## config.mk

```make
export PLATFORM = sky130hd
export DESIGN_NAME = arf_converter_ctrl
export DESIGN_NICKNAME = d
export VERILOG_FILES = /design/src/hdl/arf_pkg.sv /design/src/hdl/arf_converter_ctrl.sv /design/src/hdl/arf_ref_decode.sv /design/src/hdl/arf_result_format.sv
export SDC_FILE = /design/constraint.sdc
export NUM_CORES = 1
export LEC_CHECK = 0
export BUFFER_PORTS_ARGS = -buffer_cell sky130_fd_sc_hd__buf_4
export CORE_ASPECT_RATIO = 1.2
export CORE_UTILIZATION = 48
export DETAILED_ROUTE_END_ITERATION = 10
export GPL_TIMING_DRIVEN = 0
export PLACE_DENSITY = 0.76
export SYNTH_ARGS = -nofsm -noshare
export SYNTH_HDL_FRONTEND = slang
export SYNTH_SLANG_ARGS = --single-unit
export TNS_END_PERCENT = 5
```

## constraint.sdc

```tcl
create_clock -name clk -period 1.9 [get_ports clk]
set_input_delay 0.095 -clock clk [delete_from_list [all_inputs] [get_ports clk]]
set_output_delay 0.095 -clock clk [all_outputs]
set_load 0.05 [all_outputs]
```

## src/hdl/arf_pkg.sv

```systemverilog
package arf_pkg;
  // Register word addresses (byte address = index * 4; printed offsets are not multiples of four)
  localparam logic [7:0] ARF_IDX_MUX = 8'h07;
  localparam logic [7:0] ARF_IDX_RES_LOW = 8'h04;
  localparam logic [7:0] ARF_IDX_RES_HIGH = 8'h05;
  localparam logic [7:0] ARF_IDX_CTRL_B = 8'h03;
  localparam logic [7:0] ARF_IDX_IRQ_STAT = 8'h08;
  localparam logic [7:0] ARF_IDX_IRQ_MASK = 8'h09;
  localparam logic [7:0] ARF_IDX_STATUS = 8'h0A;
  localparam logic [11:0] ARF_ADDR_MUX = 12'h01C;
  localparam logic [11:0] ARF_ADDR_RES_LOW = 12'h010;
  localparam logic [11:0] ARF_ADDR_RES_HIGH = 12'h014;
  localparam logic [11:0] ARF_ADDR_CTRL_B = 12'h00C;
  localparam logic [11:0] ARF_ADDR_IRQ_STAT = 12'h020;
  localparam logic [11:0] ARF_ADDR_IRQ_MASK = 12'h024;
  localparam logic [11:0] ARF_ADDR_STATUS = 12'h028;
  // Selection register fields
  localparam int ARF_BIT_REF1 = 7;
  localparam int ARF_BIT_REF0 = 6;
  localparam int ARF_BIT_LADJ = 5;
  localparam int ARF_BIT_REF2 = 4;
  localparam logic [7:0] ARF_MUX_RESET = 8'h00;
  localparam logic [3:0] ARF_CH_TEMP = 4'hF;
  // Control B fields
  localparam int ARF_BIT_BIPOLAR = 7;
  localparam int ARF_BIT_POLREV = 5;
  // Reference selection codes
  localparam logic [2:0] ARF_REF_INT11 = 3'h2;
  localparam logic [2:0] ARF_REF_RSVD = 3'h3;
  localparam logic [2:0] ARF_REF_INT256 = 3'h6;
  localparam logic [2:0] ARF_REF_INT256BP = 3'h7;
  // Conversion lengths in converter clock cycles
  localparam logic [4:0] ARF_LEN_NORMAL = 5'h0D;
  localparam logic [4:0] ARF_LEN_INIT = 5'h19;
  localparam logic [9:0] ARF_CODE_MAX = 10'h3FF;
  localparam logic [9:0] ARF_CODE_ZERO = 10'h000;
  // Ends of the bipolar two's complement range
  localparam logic [9:0] ARF_BIP_NEG_FULL = 10'h200;
  localparam logic [9:0] ARF_BIP_POS_FULL = 10'h1FF;
  // Interrupt status bits
  localparam int ARF_IRQ_DONE = 0;
  localparam int ARF_IRQ_REFCHG = 1;
  typedef enum logic [1:0] {ARF_IDLE = 2'b00, ARF_CONV = 2'b01, ARF_LAST = 2'b11} arf_state_t;
endpackage

```

## src/hdl/arf_converter_ctrl.sv

```systemverilog
`timescale 1ns/1ps
// How it works
// - Result bytes update when the complete flag sets, readable from then on.
// - Single-ended result is unsigned ten bits, zero to all ones.
// - Single-ended code is input times 1024 over reference, from the core.
// - Unipolar differential code is scaled difference times gain 1x or 20x.
// - Unipolar differential code clamps to zero when negative input is higher.
// - Unipolar by default; bipolar bit in control B selects bipolar mode.
// - Bipolar mode yields two's complement code from 0x200 to 0x1FF.
// - Bit nine of a bipolar result is one for negative difference with a nonzero core code; zero code gives 0x000.
// - Channel code 1111 selects and enables the temperature sensor.
// - Selection register: ref bits 7,6,4, adjust bit 5, channel 3:0, reset zero.
// - Reference write during a conversion applies in its last converter cycle, before it completes.
// - After a reference change, next conversion lasts 25 converter clocks.
// - Reference decode: supply, external, 1.1V, reserved, 2.56V, 2.56V bypassed.
// - External selection turns internal reference off; some modes disconnect pin.
// - Adjust bit justifies result left or right, applying immediately.
// - Reading low byte freezes result bytes until high byte is read.
module arf_converter_ctrl
  import arf_pkg::*;
(
  input wire logic clk,
  input wire logic resetn,
  input wire logic [11:0] paddr,
  input wire logic psel,
  input wire logic penable,
  input wire logic pwrite,
  input wire logic [31:0] pwdata,
  output logic [31:0] prdata,
  output logic pready,
  output logic pslverr,
  input wire logic adcTick,
  input wire logic convStart,
  input wire logic [9:0] coreCode,
  input wire logic coreNegative,
  output logic [3:0] activeChannel,
  output logic [2:0] activeRef,
  output logic tempSensorEn,
  output logic internalRefOn,
  output logic refPinConnect,
  output logic bipolarMode,
  output logic polarityReverse,
  output logic convBusy,
  output logic convDone,
  output logic irq
);
  ////////////////////////////////////////////////////////////////////////
  // State
  logic [7:0] muxReg, muxNext;
  logic [7:0] ctrlBReg, ctrlBNext;
  logic [3:0] chanReg, chanNext;
  logic [2:0] refReg, refNext;
  logic initPendReg, initPendNext;
  logic [9:0] resultReg, resultNext;
  logic lockReg, lockNext;
  logic [1:0] statReg, statNext;
  logic [1:0] maskReg, maskNext;
  arf_state_t stateReg, stateNext;
  logic [4:0] cntReg, cntNext;
  logic [4:0] lenReg, lenNext;
  logic [31:0] prdataReg, prdataNext;
  logic preadyReg, preadyNext;
  logic slverrReg, slverrNext;
  logic doneReg, doneNext;
  logic [3:0] chOutReg, chOutNext;
  logic [2:0] refOutReg, refOutNext;
  logic tempReg, tempNext;
  logic intOnReg, intOnNext;
  logic pinReg, pinNext;
  logic irqReg, irqNext;

  logic tickS1, tickS2, startS1, startS2;
  logic [9:0] codeS1, codeS2;
  logic negS1, negS2;

  logic [9:0] formCode;
  logic [7:0] lowByte, highByte;
  logic useSupply, useExternal, useInt11, useInt256, intOn, pinOn, refReserved;
  logic [2:0] muxRef;
  logic accessPhase, wrHit, rdHit, latchResult, differential;

  ////////////////////////////////////////////////////////////////////////
  // Pin synchronisers; core inputs arrive from the analog side
  always_ff @(posedge clk) begin
    if (!resetn) begin
      tickS1 <= 1'b0;
      tickS2 <= 1'b0;
      startS1 <= 1'b0;
      startS2 <= 1'b0;
      codeS1 <= ARF_CODE_ZERO;
      codeS2 <= ARF_CODE_ZERO;
      negS1 <= 1'b0;
      negS2 <= 1'b0;
    end else begin
      tickS1 <= adcTick;
      tickS2 <= tickS1;
      startS1 <= convStart;
      startS2 <= startS1;
      codeS1 <= coreCode;
      codeS2 <= codeS1;
      negS1 <= coreNegative;
      negS2 <= negS1;
    end
  end

  assign muxRef = {muxReg[ARF_BIT_REF2], muxReg[ARF_BIT_REF1], muxReg[ARF_BIT_REF0]};
  // Channel codes 4..B are the differential pairs
  assign differential = (chanReg[3:2] == 2'b01) || (chanReg[3:2] == 2'b10);
  assign accessPhase = psel && penable && !preadyReg;
  assign wrHit = accessPhase && pwrite;
  assign rdHit = accessPhase && !pwrite;
  // Result lands with the complete flag unless low-byte read holds it
  assign latchResult = (stateReg == ARF_LAST) && tickS2;

  arf_result_format uFormat (
    .rawCode(codeS2),
    .rawNegative(negS2),
    .differential(differential),
    .bipolar(ctrlBReg[ARF_BIT_BIPOLAR]),
    .resultCode(resultReg),
    .leftAdjust(muxReg[ARF_BIT_LADJ]),
    .formCode(formCode),
    .lowByte(lowByte),
    .highByte(highByte)
  );

  arf_ref_decode uRef (
    .refSel(refReg),
    .useSupply(useSupply),
    .useExternal(useExternal),
    .useInt11(useInt11),
    .useInt256(useInt256),
    .internalOn(intOn),
    .refPinConnect(pinOn),
    .refReserved(refReserved)
  );

  ////////////////////////////////////////////////////////////////////////
  // Conversion sequencer and the shadowed channel/reference selection
  always_comb begin
    stateNext = stateReg;
    cntNext = cntReg;
    lenNext = lenReg;
    chanNext = chanReg;
    refNext = refReg;
    initPendNext = initPendReg;
    doneNext = 1'b0;
    // Selection tracks the register except while a conversion is locked
    if (stateReg != ARF_CONV) begin
      chanNext = muxReg[3:0];
      refNext = muxRef;
      if (muxRef != refReg) begin
        initPendNext = 1'b1;
      end
    end
    unique case (stateReg)
      ARF_IDLE: begin
        if (startS2) begin
          stateNext = ARF_CONV;
          cntNext = 5'h01;
          // A pending reference change stretches this conversion
          lenNext = (initPendNext || muxRef != refReg) ? ARF_LEN_INIT : ARF_LEN_NORMAL;
          initPendNext = 1'b0;
        end
      end
      ARF_CONV: begin
        if (tickS2) begin
          cntNext = cntReg + 5'h01;
          // Update resumes in the last converter cycle
          if (cntNext == lenReg) begin
            stateNext = ARF_LAST;
          end
        end
      end
      ARF_LAST: begin
        if (tickS2) begin
          stateNext = ARF_IDLE;
          doneNext = 1'b1;
        end
      end
    endcase
  end

  always_ff @(posedge clk) begin
    if (!resetn) begin
      stateReg <= ARF_IDLE;
      cntReg <= 5'h00;
      lenReg <= ARF_LEN_INIT;
      chanReg <= 4'h0;
      refReg <= 3'h0;
      initPendReg <= 1'b1;
      doneReg <= 1'b0;
    end else begin
      stateReg <= stateNext;
      cntReg <= cntNext;
      lenReg <= lenNext;
      chanReg <= chanNext;
      refReg <= refNext;
      initPendReg <= initPendNext;
      doneReg <= doneNext;
    end
  end

  ////////////////////////////////////////////////////////////////////////
  // Registers, result hold and interrupt status
  always_comb begin
    muxNext = muxReg;
    ctrlBNext = ctrlBReg;
    maskNext = maskReg;
    statNext = statReg;
    resultNext = resultReg;
    lockNext = lockReg;
    prdataNext = prdataReg;
    slverrNext = 1'b0;
    preadyNext = accessPhase;
    if (wrHit) begin
      unique case (paddr)
        ARF_ADDR_MUX: muxNext = pwdata[7:0];
        ARF_ADDR_CTRL_B: ctrlBNext = pwdata[7:0];
        ARF_ADDR_IRQ_MASK: maskNext = pwdata[1:0];
        ARF_ADDR_IRQ_STAT: statNext = statReg & ~pwdata[1:0];
        ARF_ADDR_RES_LOW, ARF_ADDR_RES_HIGH, ARF_ADDR_STATUS: ;
        default: slverrNext = 1'b1;
      endcase
    end
    if (rdHit) begin
      prdataNext = 32'h0000_0000;
      unique case (paddr)
        ARF_ADDR_MUX: prdataNext[7:0] = muxReg;
        ARF_ADDR_CTRL_B: prdataNext[7:0] = ctrlBReg;
        ARF_ADDR_IRQ_MASK: prdataNext[1:0] = maskReg;
        ARF_ADDR_IRQ_STAT: prdataNext[1:0] = statReg;
        ARF_ADDR_STATUS: prdataNext[3:0] = {refReserved, initPendReg, lockReg, stateReg != ARF_IDLE};
        ARF_ADDR_RES_LOW: begin
          prdataNext[7:0] = lowByte;
          lockNext = 1'b1;
        end
        ARF_ADDR_RES_HIGH: begin
          prdataNext[7:0] = highByte;
          lockNext = 1'b0;
        end
        default: slverrNext = 1'b1;
      endcase
    end
    // Result frozen between low and high reads, a low read in this cycle included
    if (latchResult && !lockNext) begin
      resultNext = formCode;
    end
    // Events set after the clear so a coincident set wins
    if (latchResult) begin
      statNext[ARF_IRQ_DONE] = 1'b1;
    end
    if (stateReg == ARF_IDLE && muxRef != refReg) begin
      statNext[ARF_IRQ_REFCHG] = 1'b1;
    end
  end

  always_ff @(posedge clk) begin
    if (!resetn) begin
      muxReg <= ARF_MUX_RESET;
      ctrlBReg <= 8'h00;
      maskReg <= 2'b00;
      statReg <= 2'b00;
      resultReg <= ARF_CODE_ZERO;
      lockReg <= 1'b0;
      prdataReg <= 32'h0000_0000;
      preadyReg <= 1'b0;
      slverrReg <= 1'b0;
    end else begin
      muxReg <= muxNext;
      ctrlBReg <= ctrlBNext;
      maskReg <= maskNext;
      statReg <= statNext;
      resultReg <= resultNext;
      lockReg <= lockNext;
      prdataReg <= prdataNext;
      preadyReg <= preadyNext;
      slverrReg <= slverrNext;
    end
  end

  ////////////////////////////////////////////////////////////////////////
  // Registered outputs toward the analog side
  always_comb begin
    chOutNext = chanReg;
    refOutNext = refReg;
    tempNext = (chanReg == ARF_CH_TEMP);
    intOnNext = intOn;
    pinNext = pinOn;
    irqNext = |(statNext & maskNext);
  end

  always_ff @(posedge clk) begin
    if (!resetn) begin
      chOutReg <= 4'h0;
      refOutReg <= 3'h0;
      tempReg <= 1'b0;
      intOnReg <= 1'b0;
      pinReg <= 1'b0;
      irqReg <= 1'b0;
    end else begin
      chOutReg <= chOutNext;
      refOutReg <= refOutNext;
      tempReg <= tempNext;
      intOnReg <= intOnNext;
      pinReg <= pinNext;
      irqReg <= irqNext;
    end
  end

  assign prdata = prdataReg;
  assign pready = preadyReg;
  assign pslverr = slverrReg;
  assign activeChannel = chOutReg;
  assign activeRef = refOutReg;
  assign tempSensorEn = tempReg;
  assign internalRefOn = intOnReg;
  assign refPinConnect = pinReg;
  assign bipolarMode = ctrlBReg[ARF_BIT_BIPOLAR];
  assign polarityReverse = ctrlBReg[ARF_BIT_POLREV];
  assign convBusy = (stateReg != ARF_IDLE);
  assign convDone = doneReg;
  assign irq = irqReg;
endmodule

```

## src/hdl/arf_ref_decode.sv

```systemverilog
`timescale 1ns/1ps
module arf_ref_decode
  import arf_pkg::*;
(
  input wire logic [2:0] refSel,
  output logic useSupply,
  output logic useExternal,
  output logic useInt11,
  output logic useInt256,
  output logic internalOn,
  output logic refPinConnect,
  output logic refReserved
);
  // Low two bits pick supply or external regardless of bit 2
  always_comb begin
    useSupply = (refSel[1:0] == 2'b00);
    useExternal = (refSel[1:0] == 2'b01);
    useInt11 = (refSel == ARF_REF_INT11);
    useInt256 = (refSel == ARF_REF_INT256) || (refSel == ARF_REF_INT256BP);
    refReserved = (refSel == ARF_REF_RSVD);
    internalOn = useInt11 || useInt256;
    // Pin only tied in when it carries or bypasses the reference
    refPinConnect = useExternal || (refSel == ARF_REF_INT256BP);
  end
endmodule

```

## src/hdl/arf_result_format.sv

```systemverilog
`timescale 1ns/1ps
module arf_result_format
  import arf_pkg::*;
(
  input wire logic [9:0] rawCode,
  input wire logic rawNegative,
  input wire logic differential,
  input wire logic bipolar,
  input wire logic [9:0] resultCode,
  input wire logic leftAdjust,
  output logic [9:0] formCode,
  output logic [7:0] lowByte,
  output logic [7:0] highByte
);
  // Core code: magnitude from scaling, sign from the comparator
  always_comb begin
    if (differential && bipolar) begin
      // Core magnitude can overrun the signed range; saturate so the sign never flips
      if (rawNegative) begin
        formCode = (rawCode > ARF_BIP_NEG_FULL) ? ARF_BIP_NEG_FULL : (~rawCode + 10'h001);
      end else begin
        formCode = (rawCode > ARF_BIP_POS_FULL) ? ARF_BIP_POS_FULL : rawCode;
      end
    end else if (differential && rawNegative) begin
      formCode = ARF_CODE_ZERO;
    end else begin
      formCode = rawCode;
    end
  end

  // Justification follows the adjust bit at once, even mid conversion
  always_comb begin
    if (leftAdjust) begin
      highByte = resultCode[9:2];
      lowByte = {resultCode[1:0], 6'h00};
    end else begin
      highByte = {6'h00, resultCode[9:8]};
      lowByte = resultCode[7:0];
    end
  end
endmodule

```

==> flow_summary_export.csv <==
group,metric,value,unit
status,status,"complete, but fails checks",
status,violations,"setup timing",
grt,antenna_found_initial,0,
critical_path,critical_path.slowest_cell,"or4b_1",
critical_path,cpPeakStageDelay,540,ps
finish,drive_above_1_share,0.236,
drt,wl_met1,4860,um
drt,viasPerCell,5.39,
timing,final_max_slew_viol_count,0,
timing,fin_ws,-198,ps
grt,track_usage,0.239,
critical_path,startpoint_type,"flip-flop",
floorplanning,core,0.00913,mm2
finish,multiInputGateArea,0.00237,mm2
logic_synthesis,synth_top_area_share,0.422,
critical_path,critPathCaptureType,"flip-flop",
grt,overflow,0,
clock_tree,clock_latency,370,ps
power_and_ir_drop,power.leakage,2.29,nW
grt,grt_pass1_wl,18500,um
job,drv_cap,0,
logic_synthesis,syn_area,0.00455,mm2
grt,grt_pass1_vias,3851,
logic_synthesis,synth_xor_area_frac,0.0154,
finish,fillCellCount,825,
logic_synthesis,synth_compound_area_frac,0.152,
timing,finalSetupViolCount,4,
critical_path,crit_path_max_fanout,5,
drt,dr_wl_met3,381,um
timing,hold_ws,8.35,ps
power_and_ir_drop,ir_drop,0.610,mV
timing,finalSetupTns,-438,ps
clock_tree,clk_pin_slew,100,ps
critical_path,critPathKind,"flip-flop to flip-flop",
logic_synthesis,ys.warnings.count,0,
timing,worst_slew_pin_slew,644,ps
drt,wl_met2,6160,um
finish,register_area,0.00193,mm2
logic_synthesis,synth_mux_area_frac,0.0424,
critical_path,crit_chain,"inv_2, ha_4, or4b_4, or4b_1, a31oi_2, a21oi_2, a211oi_2",
floorplanning,rows,38,
min_path,hold_path_class,"primary input to flip-flop",
logic_synthesis,synth_simple_gate_area_frac,0.267,
finish,fin_nets,693,
clock_tree,clock-sinks,96,
timing,fin_crit_sh,1.10,
critical_path,required,2200,ps
drt,wirelength,11800,um
logic_synthesis,yosys.area.top_type,"dfxtp_1",
critical_path,critPathArrivalTime,2390,ps
floorplanning,die_x,90.9,um
clock_tree,cts_tree,"done",
clock_tree,root_buffer,"clkbuf_8",
power_and_ir_drop,power.total,3.91,mW
logic_synthesis,synth_edf_count,0,
logic_synthesis,synth_top_family_by_area,"simple AND/OR/NAND/NOR gates",
timing,max_freq,477,MHz
drt,vias,4052,
drt,dr.pass1.iters,7,
power_and_ir_drop,p_per_area,681,mW/mm2
floorplanning,initial_core_util,0.498,
finish,area_growth,26.1,%
timing,worst_clock_skew,9.50,ps
placed_design,routabilityCongestion,0.896,
timing,rsz0062_at_grt,"yes",
floorplanning,die_h,109,um
logic_synthesis,synthTopCellsByArea,"dfxtp_1 (42%), and2_1 (5.8%), nand2_1 (5.0%)",
drt,ant_nets,0,
drt,highest_layer,"met4",
clock_tree,clockBufferDepth,2,
logic_synthesis,yosys_most_used_dff,"dfxtp_1",
timing,hold_viol_final,0,
clock_tree,numCtsBuffers,9,
placed_design,postPlaceCellArea,0.00526,mm2
timing,max_slew_margin,0.567,
logic_synthesis,async_flop_share,0,
finish,final_core_util,0.629,
logic_synthesis,synthAdderAreaFrac,0.0110,
clock_tree,htree_levels,3,
finish,post-route-cell-area,0.00574,mm2
drt,drc,0,
logic_synthesis,synthCells,508,
drt,wire_per_inst,15.7,um
logic_synthesis,syn_area_per_cell,8.96,um2
floorplanning,dieArea,0.00987,mm2
floorplanning,ioPinCount,111,
drt,drt_first_iter_violations,129,
logic_synthesis,ys_types,67,
logic_synthesis,synth_seq_area_share,0.422,
placed_design,numPortBuffers,61,
critical_path,crit_buf_inv,1,
timing,period_needed,2100,ps
critical_path,cpLargestDelayFamily,"simple AND/OR/NAND/NOR gates",
finish,diodes,0,
placed_design,hpwl,8560,um
logic_synthesis,yosys_register_bits,96,
grt,grt_max_degree,18,
-- power by group --
group / internal (mW) / leakage, nW / switching [mW] / total (mW)
clock network: 0.572 / 0.0989 / 0.763 / 1.33
registers: 2.04 / 0.781 / 0.0252 / 2.07
logic: 0.205 / 1.41 / 0.301 / 0.506
-- area by class of cell --
cell class                 instances  area share
clock buffer                      11      0.0264
tap                              120      0.0262
clock inverter                     5     0.00785
buffer                            52      0.0630
timing repair buffer              85       0.120
sequential                        96       0.336
multi-input combinational        372       0.413
inverter                          11     0.00763
-- final timing paths --
check | slack (ps) | end | depth (start not counted) | from
max | -200 | resultReg[8] | 7 | codeS2[1]
max reg2reg | -200 | resultReg[8] | 7 | codeS2[1]
min reg2reg | 440 | codeS2[1] | 1 | codeS1[1]
min | 8 | ctrlBReg[1] | 3 | pwdata[1]
-- registers in the layout, summed over array words and instances (netlist names), 2 cells and up --
name	cells
maskReg	2
statReg	2
codeS2	10
lenReg	2
prdata	8
muxReg	8
activeChannel	4
refOutNext	3
codeS1	10
ctrlBReg	8
resultReg	10
chOutNext	4
cntReg	5
stateReg	2
activeRef	3
-- cells by family (layout without fill, tap and decap cells) --
| family | count (synthesis) | in the layout |
|---|---|---|
| xor+xnor | 8 | 8 |
| simple gates | 213 | 213 |
| compound gates | 104 | 104 |
| other cells | 1 | 24 |
| mux | 19 | 19 |
| fa+ha+maj | 4 | 4 |
| flops | 96 | 96 |
| buf+inv | 63 | 164 |
-- layout by cell type (no fill, tap or decap), types with 13 or more instances in the layout --
| cell type | instances |
|---|---|
| clkbuf_8 | 14 |
| and2_1 | 42 |
| a22oi_1 | 13 |
| nor2_1 | 28 |
| dfxtp_1 | 94 |
| dlygate4sd3_1 | 19 |
| a21oi_1 | 28 |
| conb_1 | 24 |
| nand2_1 | 61 |
| clkbuf_1 | 16 |
| o21ai_0 | 20 |
| mux2i_1 | 16 |
| buf_4 | 91 |
-- tightest hold or removal path: stages --
cell,delay [ps]
buf_4,110
mux2i_1,70
nor2_1,70
-- metal layers --
metal | global-route usage | vias to the layer above
met5 | 0 | -
met4 | 0.117 | 0
met3 | 0.0474 | 28
met2 | 0.445 | 99
met1 | 0.259 | 1929
li1 | - | 1996
-- Yosys cell counts (all sizes together), types with 11 or more instances --
cell type  number
a21oi          29
a22oi          13
and2           43
buf            33
clkbuf         19
dfxtp          96
inv            11
mux2i          17
nand2          61
nand3          12
nor2           28
o21ai          20
-- timing repair --
item,CTS,global route
setup endpoints to repair,4,11
setup buffers,0,5
pin swaps,3,6
gates cloned,0,0
gates resized for setup,1,13
hold buffers,19,0
endpoints found under the hold margin,25,0
-- metrics by stage --
stage               worst slack, ps  cells
global route                   -264    752
global placement               -191    712
CTS                            -136    747
finish                         -198    752
floorplan                     -12.4    531
detailed placement             -172    712
Note: power is estimated with default switching activity, not from simulation.
